[src/lvds_serdes_params.svh]
`ifndef LVDS_SERDES_PARAMS_SVH
`define LVDS_SERDES_PARAMS_SVH

// ----------------------------------------------------------------
// lane geometry
// ----------------------------------------------------------------
`define LANES          16
`define LANE_BITS      8
`define WORD_W         128

// ----------------------------------------------------------------
// conversion ratios and clock multiplication
// ----------------------------------------------------------------
`define RATIO_W        4
`define RATIO_BYPASS   4'h1
`define RATIO_X4       4'h4
`define RATIO_X7       4'h7
`define RATIO_X8       4'h8
// nominal receive reference and bit clock, in kHz
`define RX_REF_KHZ     77760
`define RX_BIT_KHZ     622080
// highest multiplication the dedicated multipliers allow
`define MAX_RATIO      (`RX_BIT_KHZ / `RX_REF_KHZ)
// receive data lags the reference edge by this many bit periods
`define LAG_BITS       4'h2

// ----------------------------------------------------------------
// reference period tracking
// ----------------------------------------------------------------
`define CNT_W          12
`define PROD_W         17
`define CNT_MAX        12'hFFF

`endif

[src/lvds_serdes_pkg.sv]
`include "lvds_serdes_params.svh"

package lvds_serdes_pkg;

	// ------------------------------------------------------------
	// modes and lock states
	// ------------------------------------------------------------
	typedef enum logic [1:0] {
		MODE_BYPASS = 2'h0,
		MODE_X4     = 2'h1,
		MODE_X7     = 2'h2,
		MODE_X8     = 2'h3
	} conv_mode_t;

	typedef enum logic [1:0] {
		LOCK_IDLE = 2'h0,
		LOCK_MEAS = 2'h1,
		LOCK_HELD = 2'h2
	} lock_t;

	// ------------------------------------------------------------
	// carriers and state
	// ------------------------------------------------------------
	typedef logic [`LANES-1:0][`LANE_BITS-1:0] lane_word_t;

	typedef struct packed {
		logic [1:0]        ref_sync;
		logic              ref_prev;
		logic [`CNT_W-1:0] t;
		logic [`CNT_W-1:0] period;
		logic [3:0]        slot;
		lock_t             lock;
	} clk_track_t;

	typedef struct packed {
		clk_track_t        trk;
		logic [`LANES-1:0] lane_s1;
		logic [`LANES-1:0] lane_s2;
		lane_word_t        shreg;
		lane_word_t        word;
		logic              word_valid;
		logic [`LANES-1:0] bypass;
		logic              bypass_valid;
		logic              clk1x;
	} rx_state_t;

	typedef struct packed {
		clk_track_t        trk;
		lane_word_t        hold;
		logic [`LANES-1:0] lane;
		logic              clk_fwd;
		logic              load;
	} tx_state_t;

	typedef struct packed {
		rx_state_t rx;
		tx_state_t tx;
	} core_state_t;

endpackage

[src/lvds_serdes.sv]
// Contract
// - converter clock is the reference multiplied by 4, 7 or 8 per mode
// - receive multiplier turns 77.76 MHz reference into 622.08 MHz bits
// - receive bit strobes land just after the start of each bit slot
// - each lane goes through 8:1, 7:1, 4:1 deserializer or bypasses it
// - 1:1 mode skips conversion and hands raw lane bits to logic_cells
// - receive side offers a 1x clock for general logic
// - transmit reference is the external pin or the receive 1x clock
// - forwarded transmit 1x clock is in phase with the serial lanes
// - up to 16 receive lanes form a word of up to 128 bits
// - up to 128 parallel bits leave on 16 lanes, 8:1 per lane
// - dedicated multipliers never multiply by more than eight
// - each slow clock cycle moves one whole word each direction
// - every receive lane has its own shift register; transmit lanes pick bits from a held word
// - receive and transmit use separate clock multipliers
// - received data lags the reference edge by two bit periods
`timescale 1ns/1ns
`include "lvds_serdes_params.svh"

module lvds_serdes (
	input  wire logic                       core_clk_i,
	input  wire logic                       srst_i,
	input  wire logic                       rx_ref_clk_i,
	input  wire logic [`LANES-1:0]          rx_lane_i,
	input  wire lvds_serdes_pkg::conv_mode_t rx_mode_i,
	output logic      [`WORD_W-1:0]         rx_word_o,
	output logic                            rx_word_valid_o,
	output logic      [`LANES-1:0]          rx_bypass_o,
	output logic                            rx_bypass_valid_o,
	output logic                            rx_clk1x_o,
	output logic                            rx_locked_o,
	input  wire logic                       tx_ref_clk_i,
	input  wire logic                       tx_ref_sel_i,
	input  wire lvds_serdes_pkg::conv_mode_t tx_mode_i,
	input  wire logic [`WORD_W-1:0]         tx_word_i,
	output logic                            tx_load_o,
	output logic      [`LANES-1:0]          tx_lane_o,
	output logic                            tx_clk_o,
	output logic                            tx_locked_o
);

	// ------------------------------------------------------------
	// helpers
	// ------------------------------------------------------------

	// ratio per mode; clamped so no mode can exceed the multiplier limit
	function automatic logic [`RATIO_W-1:0] ratio_of(
		input lvds_serdes_pkg::conv_mode_t m
	);
		logic [`RATIO_W-1:0] r;
		case (m)
			lvds_serdes_pkg::MODE_X4: r = `RATIO_X4;
			lvds_serdes_pkg::MODE_X7: r = `RATIO_X7;
			lvds_serdes_pkg::MODE_X8: r = `RATIO_X8;
			default:                  r = `RATIO_BYPASS;
		endcase
		if (r > `RATIO_W'(`MAX_RATIO)) begin
			r = `RATIO_W'(`MAX_RATIO);
		end
		return r;
	endfunction

	// reference tracker: two-flop sync, edge find, period measure, lock
	function automatic lvds_serdes_pkg::clk_track_t track_next(
		input lvds_serdes_pkg::clk_track_t c,
		input logic                        pin
	);
		lvds_serdes_pkg::clk_track_t n;
		logic                        rise;
		n = c;
		rise = c.ref_sync[1] & ~c.ref_prev;
		n.ref_sync = {c.ref_sync[0], pin};
		n.ref_prev = c.ref_sync[1];
		if (rise) begin
			n.t = '0;
			n.slot = '0;
			n.period = c.t + `CNT_W'(1);
		end else if (c.t != `CNT_MAX) begin
			n.t = c.t + `CNT_W'(1);
		end
		// a stopped reference saturates the count and drops lock
		case (c.lock)
			lvds_serdes_pkg::LOCK_IDLE: begin
				if (rise) begin
					n.lock = lvds_serdes_pkg::LOCK_MEAS;
				end
			end
			lvds_serdes_pkg::LOCK_MEAS: begin
				if (rise) begin
					n.lock = lvds_serdes_pkg::LOCK_HELD;
				end else if (c.t == `CNT_MAX) begin
					n.lock = lvds_serdes_pkg::LOCK_IDLE;
				end
			end
			lvds_serdes_pkg::LOCK_HELD: begin
				if (c.t == `CNT_MAX) begin
					n.lock = lvds_serdes_pkg::LOCK_IDLE;
				end
			end
			default: n.lock = lvds_serdes_pkg::LOCK_IDLE;
		endcase
		return n;
	endfunction

	// ------------------------------------------------------------
	// state
	// ------------------------------------------------------------
	lvds_serdes_pkg::core_state_t r;
	lvds_serdes_pkg::core_state_t next_r;

	// ------------------------------------------------------------
	// receive path
	// ------------------------------------------------------------
	logic [`RATIO_W-1:0] rx_ratio;
	logic [`PROD_W-1:0]  rx_lhs;
	logic [`PROD_W-1:0]  rx_rhs;
	logic                rx_rise;
	logic                rx_hit;
	logic [`CNT_W-1:0]   rx_ph;
	logic [3:0]          rx_slot;
	logic [`RATIO_W-1:0] rx_bit;
	logic [`LANE_BITS-1:0] rx_mask;

	// multiplied strobe: slot j taken in the cycle holding j*period/ratio
	always_comb begin
		rx_ratio = ratio_of(rx_mode_i);
		rx_rise = r.rx.trk.ref_sync[1] & ~r.rx.trk.ref_prev;
		// phase 0 is the edge-detect cycle, so a frame has period samples
		rx_ph = rx_rise ? '0 : r.rx.trk.t + `CNT_W'(1);
		rx_slot = rx_rise ? 4'h0 : r.rx.trk.slot;
		rx_lhs = `PROD_W'(rx_ph) * `PROD_W'(rx_ratio)
			+ `PROD_W'(rx_ratio);
		rx_rhs = `PROD_W'(rx_slot) * `PROD_W'(r.rx.trk.period);
		// bit strobe at ratio times ref
		// strobe inside the bit window
		// late-cycle sample lands just after the slot start; limitation:
		// window margin depends on the pin-to-clock offset
		rx_hit = (r.rx.trk.lock == lvds_serdes_pkg::LOCK_HELD)
			&& (rx_slot < rx_ratio) && (rx_lhs > rx_rhs);
		rx_bit = rx_slot + rx_ratio - `LAG_BITS;
		if (rx_bit >= rx_ratio) begin
			rx_bit = rx_bit - rx_ratio;
		end
		rx_mask = ~({`LANE_BITS{1'b1}} << rx_ratio);
	end

	// ------------------------------------------------------------
	// transmit path
	// ------------------------------------------------------------
	logic [`RATIO_W-1:0] tx_ratio;
	logic                tx_pin;
	logic [`PROD_W-1:0]  tx_lhs;
	logic [`PROD_W-1:0]  tx_rhs;
	logic                tx_rise;
	logic                tx_hit;
	logic [`CNT_W-1:0]   tx_ph;
	logic [3:0]          tx_slot;
	logic [2:0]          tx_idx;

	// slot j starts where phase*ratio >= j*period, phase 0 at the edge
	always_comb begin
		tx_ratio = ratio_of(tx_mode_i);
		tx_pin = tx_ref_sel_i ? r.rx.clk1x : tx_ref_clk_i;
		tx_rise = r.tx.trk.ref_sync[1] & ~r.tx.trk.ref_prev;
		tx_ph = tx_rise ? '0 : r.tx.trk.t + `CNT_W'(1);
		tx_slot = tx_rise ? 4'h0 : r.tx.trk.slot;
		tx_lhs = `PROD_W'(tx_ph) * `PROD_W'(tx_ratio);
		tx_rhs = `PROD_W'(tx_slot) * `PROD_W'(r.tx.trk.period);
		// a word only starts on a detected edge, so clock and data agree
		tx_hit = (r.tx.trk.lock == lvds_serdes_pkg::LOCK_HELD)
			&& (tx_slot < tx_ratio) && (tx_lhs >= tx_rhs)
			&& (tx_rise || tx_slot != 4'h0);
		tx_idx = 3'(tx_ratio - `RATIO_W'(1) - tx_slot);
	end

	// ------------------------------------------------------------
	// next state
	// ------------------------------------------------------------
	always_comb begin
		next_r = r;
		next_r.rx.trk = track_next(r.rx.trk, rx_ref_clk_i);
		next_r.tx.trk = track_next(r.tx.trk, tx_pin);
		// lane pins are asynchronous: only lane_s2 feeds logic
		next_r.rx.lane_s1 = rx_lane_i;
		next_r.rx.lane_s2 = r.rx.lane_s1;
		next_r.rx.word_valid = 1'b0;
		next_r.rx.bypass_valid = 1'b0;
		next_r.tx.load = 1'b0;
		next_r.rx.clk1x = r.rx.trk.ref_sync[1];

		if (rx_hit) begin
			next_r.rx.trk.slot = rx_slot + 4'h1;
			if (rx_mode_i == lvds_serdes_pkg::MODE_BYPASS) begin
				next_r.rx.bypass = r.rx.lane_s2;
				next_r.rx.bypass_valid = 1'b1;
			end else begin
				for (int n = 0; n < `LANES; n++) begin
					next_r.rx.shreg[n] = {r.rx.shreg[n][`LANE_BITS-2:0],
						r.rx.lane_s2[n]};
				end
				if (rx_bit == rx_ratio - `RATIO_W'(1)) begin
					for (int n = 0; n < `LANES; n++) begin
						next_r.rx.word[n] = next_r.rx.shreg[n] & rx_mask;
					end
					next_r.rx.word_valid = 1'b1;
				end
			end
		end

		if (tx_hit) begin
			next_r.tx.trk.slot = tx_slot + 4'h1;
			if (tx_slot == 4'h0) begin
				next_r.tx.hold = tx_word_i;
				next_r.tx.load = 1'b1;
				for (int n = 0; n < `LANES; n++) begin
					// first bit leaves with the edge
					next_r.tx.lane[n] = tx_word_i[n*`LANE_BITS
						+ int'(tx_idx)];
				end
			end else begin
				for (int n = 0; n < `LANES; n++) begin
					next_r.tx.lane[n] = r.tx.hold[n][tx_idx];
				end
			end
		end else if (r.tx.trk.lock != lvds_serdes_pkg::LOCK_HELD) begin
			next_r.tx.lane = '0;
		end
		next_r.tx.clk_fwd = r.tx.trk.ref_sync[1];
	end

	// ------------------------------------------------------------
	// registers
	// ------------------------------------------------------------
	always_ff @(posedge core_clk_i) begin
		if (srst_i) begin
			r <= '0;
		end else begin
			r <= next_r;
		end
	end

	// ------------------------------------------------------------
	// outputs, all from flops
	// ------------------------------------------------------------
	assign rx_word_o         = r.rx.word;
	assign rx_word_valid_o   = r.rx.word_valid;
	assign rx_bypass_o       = r.rx.bypass;
	assign rx_bypass_valid_o = r.rx.bypass_valid;
	assign rx_clk1x_o        = r.rx.clk1x;
	assign rx_locked_o       = (r.rx.trk.lock == lvds_serdes_pkg::LOCK_HELD);
	assign tx_load_o         = r.tx.load;
	assign tx_lane_o         = r.tx.lane;
	assign tx_clk_o          = r.tx.clk_fwd;
	assign tx_locked_o       = (r.tx.trk.lock == lvds_serdes_pkg::LOCK_HELD);

endmodule

[config.mk]
export PLATFORM = sky130hd
export DESIGN_NAME = lvds_serdes
export DESIGN_NICKNAME = d
export VERILOG_FILES = /design/src/lvds_serdes_pkg.sv /design/src/lvds_serdes.sv
export VERILOG_INCLUDE_DIRS = /design/src
export SDC_FILE = /design/constraint.sdc
export NUM_CORES = 1
export LEC_CHECK = 0
export ABC_CLOCK_PERIOD_IN_PS = 21800
export BUFFER_PORTS_ARGS = -buffer_cell sky130_fd_sc_hd__buf_2
export CORE_MARGIN = 4
export CORE_UTILIZATION = 60
export CTS_BUF_LIST = sky130_fd_sc_hd__clkbuf_8
export DETAILED_ROUTE_END_ITERATION = 7
export GPL_ROUTABILITY_DRIVEN = 1
export PLACE_DENSITY = 0.91
export SYNTH_ARGS = -nofsm -noshare
export SYNTH_HDL_FRONTEND = slang
export SYNTH_SLANG_ARGS = --single-unit
[constraint.sdc]
create_clock -name core_clk_i -period 21.8 [get_ports core_clk_i]
set_input_delay 4.36 -clock core_clk_i [delete_from_list [all_inputs] [get_ports core_clk_i]]
set_output_delay 4.36 -clock core_clk_i [all_outputs]
set_load 0.01 [all_outputs]
==> results of run 1 <==
## per-layer routing
metal	track usage, %	vias to the layer above	part of all wire [%]
li1	-	10780	-
met1	31.92	10970	40
met5	0	-	0.040
met3	6.391	208	7.4
met4	10.86	4	3.9
met2	43.65	839	48
## power breakdown
group          internal (mW)  switching (mW)  total (mW)
sequential             0.922         0.00647       0.929
clock                  0.470           0.389       0.858
combinational         0.0936           0.132       0.225
## cell families (layout without fill, tap and decap cells)
family | Yosys count | after routing | share of synthesized area [%]
fa+ha+maj | 243 | 243 | 12.34
simple gates | 1070 | 1070 | 18.75
xor+xnor | 77 | 77 | 2.257
flops | 501 | 501 | 33.57
buf+inv | 507 | 632 | 8.990
other cells | 0 | 7 | 0
compound gates | 355 | 355 | 7.072
mux | 408 | 408 | 17.03
## state kept, by name, summed over array words and instances (netlist names)
signal and cells:
next_r 20, rx_clk1x_o 1, r 316, tx_load_o 1
rx_word_valid_o 1, tx_lane_o 16, rx_bypass_o 16, tx_clk_o 1
rx_word_o 128, rx_bypass_valid_o 1
## area by class of cell
cell class,instances,area share (%)
repair buffers,343,5.626
multi-input cells,2153,53.53
diodes,7,0.05439
clock buffers,108,4.616
inverters,142,1.655
clock inverters,39,0.8003
flip-flops and latches,501,31.14
well taps,664,2.580
## synthesized netlist by cell type, types with 3 or more instances
| library cell | number | area, um^2 |
|---|---|---|
| o211a_1 | 5 | 50.05 |
| a21oi_1 | 149 | 745.7 |
| o21bai_1 | 6 | 45.04 |
| mux4_2 | 80 | 1802 |
| nand2_1 | 158 | 593.1 |
| nor3_1 | 88 | 440.4 |
| a211o_1 | 4 | 35.03 |
| xnor2_1 | 41 | 359.1 |
| inv_1 | 139 | 521.8 |
| nor2b_1 | 50 | 312.8 |
| o211ai_1 | 3 | 22.52 |
| mux2_2 | 4 | 45.04 |
| fa_1 | 86 | 1722 |
| clkbuf_1 | 138 | 518.0 |
| buf_1 | 11 | 41.29 |
| ha_1 | 157 | 1964 |
| or2_2 | 5 | 31.28 |
| nand4_1 | 22 | 137.6 |
| and2_1 | 9 | 56.30 |
| buf_4 | 172 | 1291 |
| a21boi_0 | 3 | 22.52 |
| a211oi_1 | 28 | 210.2 |
| nand3b_1 | 16 | 120.1 |
| o31ai_1 | 3 | 22.52 |
| buf_2 | 32 | 160.2 |
| nand3_1 | 98 | 490.5 |
| a41o_1 | 4 | 40.04 |
| nand2b_1 | 334 | 2090 |
| mux2i_1 | 324 | 3243 |
| nor4_1 | 4 | 25.02 |
| dfxtp_1 | 501 | 10030 |
| o21ai_0 | 100 | 500.5 |
| buf_6 | 10 | 112.6 |
| a21o_1 | 16 | 120.1 |
| o41ai_1 | 3 | 26.28 |
| a31o_2 | 3 | 26.28 |
| nor2_1 | 208 | 780.8 |
| and3_1 | 58 | 362.9 |
| or3_1 | 8 | 50.05 |
| xor2_1 | 36 | 315.3 |
| o21a_1 | 13 | 97.59 |
## worst max-delay path by stage
| stage | from | cells past startpoint | end |
|---|---|---|---|
| 2_1_floorplan | rx_mode_i[0] | 26 | rx_bypass_o[10] |
| 3_5_place_dp | tx_mode_i[0] | 26 | r[121] |
| 6_report | tx_mode_i[0] | 26 | r[110] |
| 5_1_grt | tx_mode_i[1] | 26 | r[121] |
| 4_1_cts | tx_mode_i[0] | 26 | r[110] |
| 3_3_place_gp | tx_mode_i[0] | 26 | r[62] |
## cells in the final DEF, fill, tap and decap left out, types with 28 or more instances in the layout
cell type,synthesis,layout
xnor2_1,41,40
clkbuf_8,0,108
and3_1,58,58
inv_1,139,164
nor2b_1,50,47
nand3_1,98,98
xor2_1,36,36
o21ai_0,100,100
nand2_1,158,158
mux4_2,80,80
a211oi_1,28,28
buf_2,32,318
nor3_1,88,88
fa_1,86,85
mux2i_1,324,324
nor2_1,208,207
ha_1,157,156
dfxtp_1,501,501
a21oi_1,149,148
nand2b_1,334,334
## through the flow
step	utilization [%]	instances	power (mW)
6_report	65.65	3957	2.013
5_1_grt	65.63	3953	2.089
4_1_cts	65.62	3950	2.024
3_5_place_dp	62.06	3803	1.169
3_3_place_gp	62.06	3803	1.164
2_1_floorplan	-	3161	1.110
## critical path: stages
cell,delay (ns)
buf_2,0.09
inv_1,0.06
ha_1,0.32
inv_1,0.31
nor3_1,0.14
fa_1,0.54
inv_1,0.06
fa_1,0.54
inv_1,0.04
ha_1,0.34
o21ai_0,0.17
o21bai_1,0.10
a31o_2,0.27
a41o_1,0.27
o41ai_2,0.35
or4b_2,0.62
o211ai_1,0.12
ha_1,0.19
a211o_1,0.13
a21oi_1,0.05
nor4_1,0.29
nand3_1,0.19
nor2_4,0.67
buf_4,0.78
buf_4,0.89
mux2i_1,0.28
==> impl_metrics.tcl, run 1 <==
set metrics [dict create \
    status "completed" \
    netlist_area_um2 29880 \
    drive_above_1_share_pct 17.62 \
    hp-start "next_r[456]" \
    rows 81 \
    ant_nets 0 \
    crit_type "in2reg" \
    worst_slew_pin_slew_ns 1.114 \
    ys_seq_elements 501 \
    cap_violations 0 \
    power_density_nw_per_um2 62.50 \
    pin_count 320 \
    fmax_mhz 85.36 \
    rsz0062_at_grt "no" \
    first_pass_iters 6 \
    postLayoutSetupSlackWorst_ns 10.09 \
    synth-edff-count 0 \
    hold_violations 0 \
    grt_max_degree 286 \
    ctsHoldBuffers 0 \
    syn_inst 3161 \
    wire_per_inst_um 17.85 \
    peakVddDrop_v 0.00005777 \
    cts_tree "yes" \
    overflow 0 \
    start_util_pct 60.92 \
    cts-resized-gates 0 \
    cts_made_buffers 85 \
    fin_skew_ns 0.04252 \
    hold_path.class "reg2reg" \
    io_buffers 319 \
    min_delay_worst_endpoint "r[456]" \
    drcViolationCount 0 \
    synth_flop_cell "dfxtp_1" \
    grt_pass1_vias 22620 \
    syn_area_per_cell_um2 9.453 \
    min_period_over_period_pct 53.74 \
    critPathCaptureType "flip-flop" \
    drv_slew 0 \
    power.leakage_nw 14.21 \
    place.gp.congestion 0.8934 \
    setup_viol 0 \
    grt_pass1_wl_mm 115.0 \
    clk_path_buf_depth 3 \
    reg2reg_depth 24 \
    track_usage_pct 25.93 \
    chipWidth_um 231.2 \
    stdcell_area_um2 32200 \
    register_area_um2 10030 \
    drt-initial-drc-count 1692 \
    r2r-start "r[164]" \
    multi_input_area_um2 17240 \
    r2r_end "r[110]" \
    die_h_um 231.2 \
    dp_worst_setup_slack_ns 9.497 \
    syn_nets 3557 \
    crit_path_start_kind "primary input" \
    wl_mm 70.64 \
    clk_latency_ns 0.68 \
    hold_depth 1 \
    nFillCells 3652 \
    arrival_ns 12.28 \
    async_flop_share_pct 0 \
    r2r_slack_ns 13.19 \
    dpl.hpwl_mm 47.84 \
    fin_nets 3622 \
    die_area_um2 53440 \
    hold_ws_ns 0.4289 \
    ys_warn_count 0 \
    yosysSeqAreaShare_pct 33.57 \
    vias 22800 \
    antenna_found_initial 8 \
    cts_setup_buffers 0 \
    setup_tns_ns 0 \
    slew_headroom_pct 25.73 \
    cts_max_level 3 \
    post-route-min-period_ns 11.71 \
    core_um2 49050 \
    cts_sinks 501 \
    required_ns 22.36 \
    dpl-instance-area_um2 30440 \
    worstPathMaxFanout 59 \
    cts-root-buf "clkbuf_8" \
    clk_pin_slew_worst_paths_ns 0.06 \
    ys_types 65 \
    vias_per_cell 5.762 \
    area_growth_pct 7.776 \
]
No activity file was read; power rests on OpenSTA's default activity.
==> run 2: changes to the inputs <==
- ABC_CLOCK_PERIOD_IN_PS: 21800 -> 11200
- clock period: 21.8 -> 11.2 ns (I/O delays scaled with it)
==> run 2 against run 1 <==
Power up 93%. Wire length down 0.79%. Via count down 0.70%. Critical path type unchanged. Critical endpoint is now rx_word_o[51]. Highest routed layer unchanged.
==> impl_metrics.tcl, run 2 (synthesized netlist as in run 1, its figures left out) <==
set metrics [dict create \
    chipWidth_um 231.2 \
    ant_nets 0 \
    hold_ws_ns 0.4153 \
    wl_mm 70.08 \
    critPathCaptureType "flip-flop" \
    cts-root-buf "clkbuf_8" \
    worstPathMaxFanout 34 \
    final_util_pct 65.59 \
    cts-resized-gates 0 \
    post-route-min-period_ns 9.011 \
    die_area_um2 53440 \
    die_h_um 231.2 \
    clk_path_buf_depth 3 \
    cts_max_level 3 \
    postLayoutSetupSlackWorst_ns 2.189 \
    overflow 0 \
    cap_violations 0 \
    p_total_mw 3.880 \
    mostFrequentLayoutCells "dfxtp_1, nand2b_1, mux2i_1" \
    min_period_over_period_pct 80.46 \
    cts_setup_buffers 0 \
    cts_tree "yes" \
    setup_viol 0 \
    crit_type "in2reg" \
    grt_pass1_vias 22660 \
    drcViolationCount 0 \
    cts_sinks 501 \
    ctsHoldBuffers 0 \
    status "completed" \
    hold_violations 0 \
    antenna_found_initial 10 \
    peakVddDrop_v 0.00009640 \
    arrival_ns 9.60 \
    hold_path.class "reg2reg" \
    nFillCells 3714 \
    dpl.hpwl_mm 47.52 \
    vias_per_cell 5.725 \
    largest-register "r" \
    grt_pass1_wl_mm 114.4 \
    start_util_pct 60.92 \
    drive_above_1_share_pct 17.61 \
    track_usage_pct 25.75 \
    crit_path_start_kind "primary input" \
    required_ns 11.78 \
    wire_per_inst_um 17.72 \
    first_pass_iters 5 \
    fin_nets 3621 \
    cts_made_buffers 82 \
    io_buffers 319 \
    dp_worst_setup_slack_ns 1.726 \
    drv_slew 0 \
    setup_tns_ns 0 \
    drt-initial-drc-count 1697 \
    clk_latency_ns 0.68 \
    rows 81 \
    area_growth_pct 7.667 \
    pin_count 320 \
    clk_pin_slew_worst_paths_ns 0.06 \
    core_um2 49050 \
    power.leakage_nw 14.19 \
    power_density_nw_per_um2 120.6 \
    largest_reg_flops 316 \
    fin_skew_ns 0.04082 \
    grt_max_degree 188 \
    rsz0062_at_grt "no" \
    vias 22640 \
    worst_slew_pin_slew_ns 1.104 \
    fmax_mhz 111.0 \
    final_common_cell "dfxtp_1" \
    slew_headroom_pct 25.94 \
    place.gp.congestion 0.8801 \
]
-- run 2: report_power, final --
part / internal [mW] / switching (mW)
logic: 0.182 / 0.254
registers: 1.79 / 0.0126
clock network: 0.882 / 0.754
total: 2.86 / 1.02
-- run 2: routing by layer --
layer	vias up	global-route usage, %	part of all wire [%]
met5	-	0	0.039
met4	4	10.05	4.0
met3	185	6.428	7.7
met2	798	43.28	48
met1	10880	32.03	40
li1	10770	-	-
-- run 2: per-stage QoR --
stage / std cells / area [um^2]
after CTS: 3947 / 32150
after detailed placement: 3805 / 30470
after global placement: 3805 / 30470
final: 3955 / 32170
after floorplan: 3161 / 29880
after global routing: 3950 / 32160
-- run 2: path summary, 6_finish.rpt --
| kind | from | endpoint | slack (ns) | cells past startpoint |
|---|---|---|---|---|
| max reg2reg | r[504] | rx_word_o[51] | 3.47 | 24 |
| min reg2reg | next_r[456] | r[456] | 0.42 | 1 |
| min | next_r[456] | r[456] | 0.42 | 1 |
| max | rx_mode_i[0] | rx_word_o[51] | 2.19 | 26 |
-- run 2: layout make-up --
cell class | instances | area [um^2] | share of cell area [%]
Clock inverter | 42 | 305.3 | 0.9489
Inverter | 142 | 533.0 | 1.657
Tap cell | 664 | 830.8 | 2.582
Clock buffer | 100 | 1376 | 4.278
Timing Repair Buffer | 345 | 1839 | 5.717
Multi-Input combinational cell | 2153 | 17240 | 53.58
Antenna cell | 8 | 20.02 | 0.06223
Sequential cell | 501 | 10030 | 31.17
-- run 2: worst max-delay path, stage by stage --
cell and delay [ns]:
buf_2 0.12, inv_1 0.11, ha_1 0.26, inv_1 0.30
or3_1 0.49, fa_1 0.51, fa_1 0.49, inv_1 0.05
fa_1 0.43, ha_1 0.34, nor2b_1 0.15, o21a_1 0.17
o21ai_0 0.22, a21boi_0 0.20, a21boi_0 0.29, a21oi_1 0.12
xnor2_1 0.14, ha_1 0.36, nand3_1 0.10, nor2_1 0.18
nand2b_1 0.08, a21oi_1 0.43, o31a_2 0.91, buf_4 0.51
nand3_1 0.15, a21oi_1 0.19
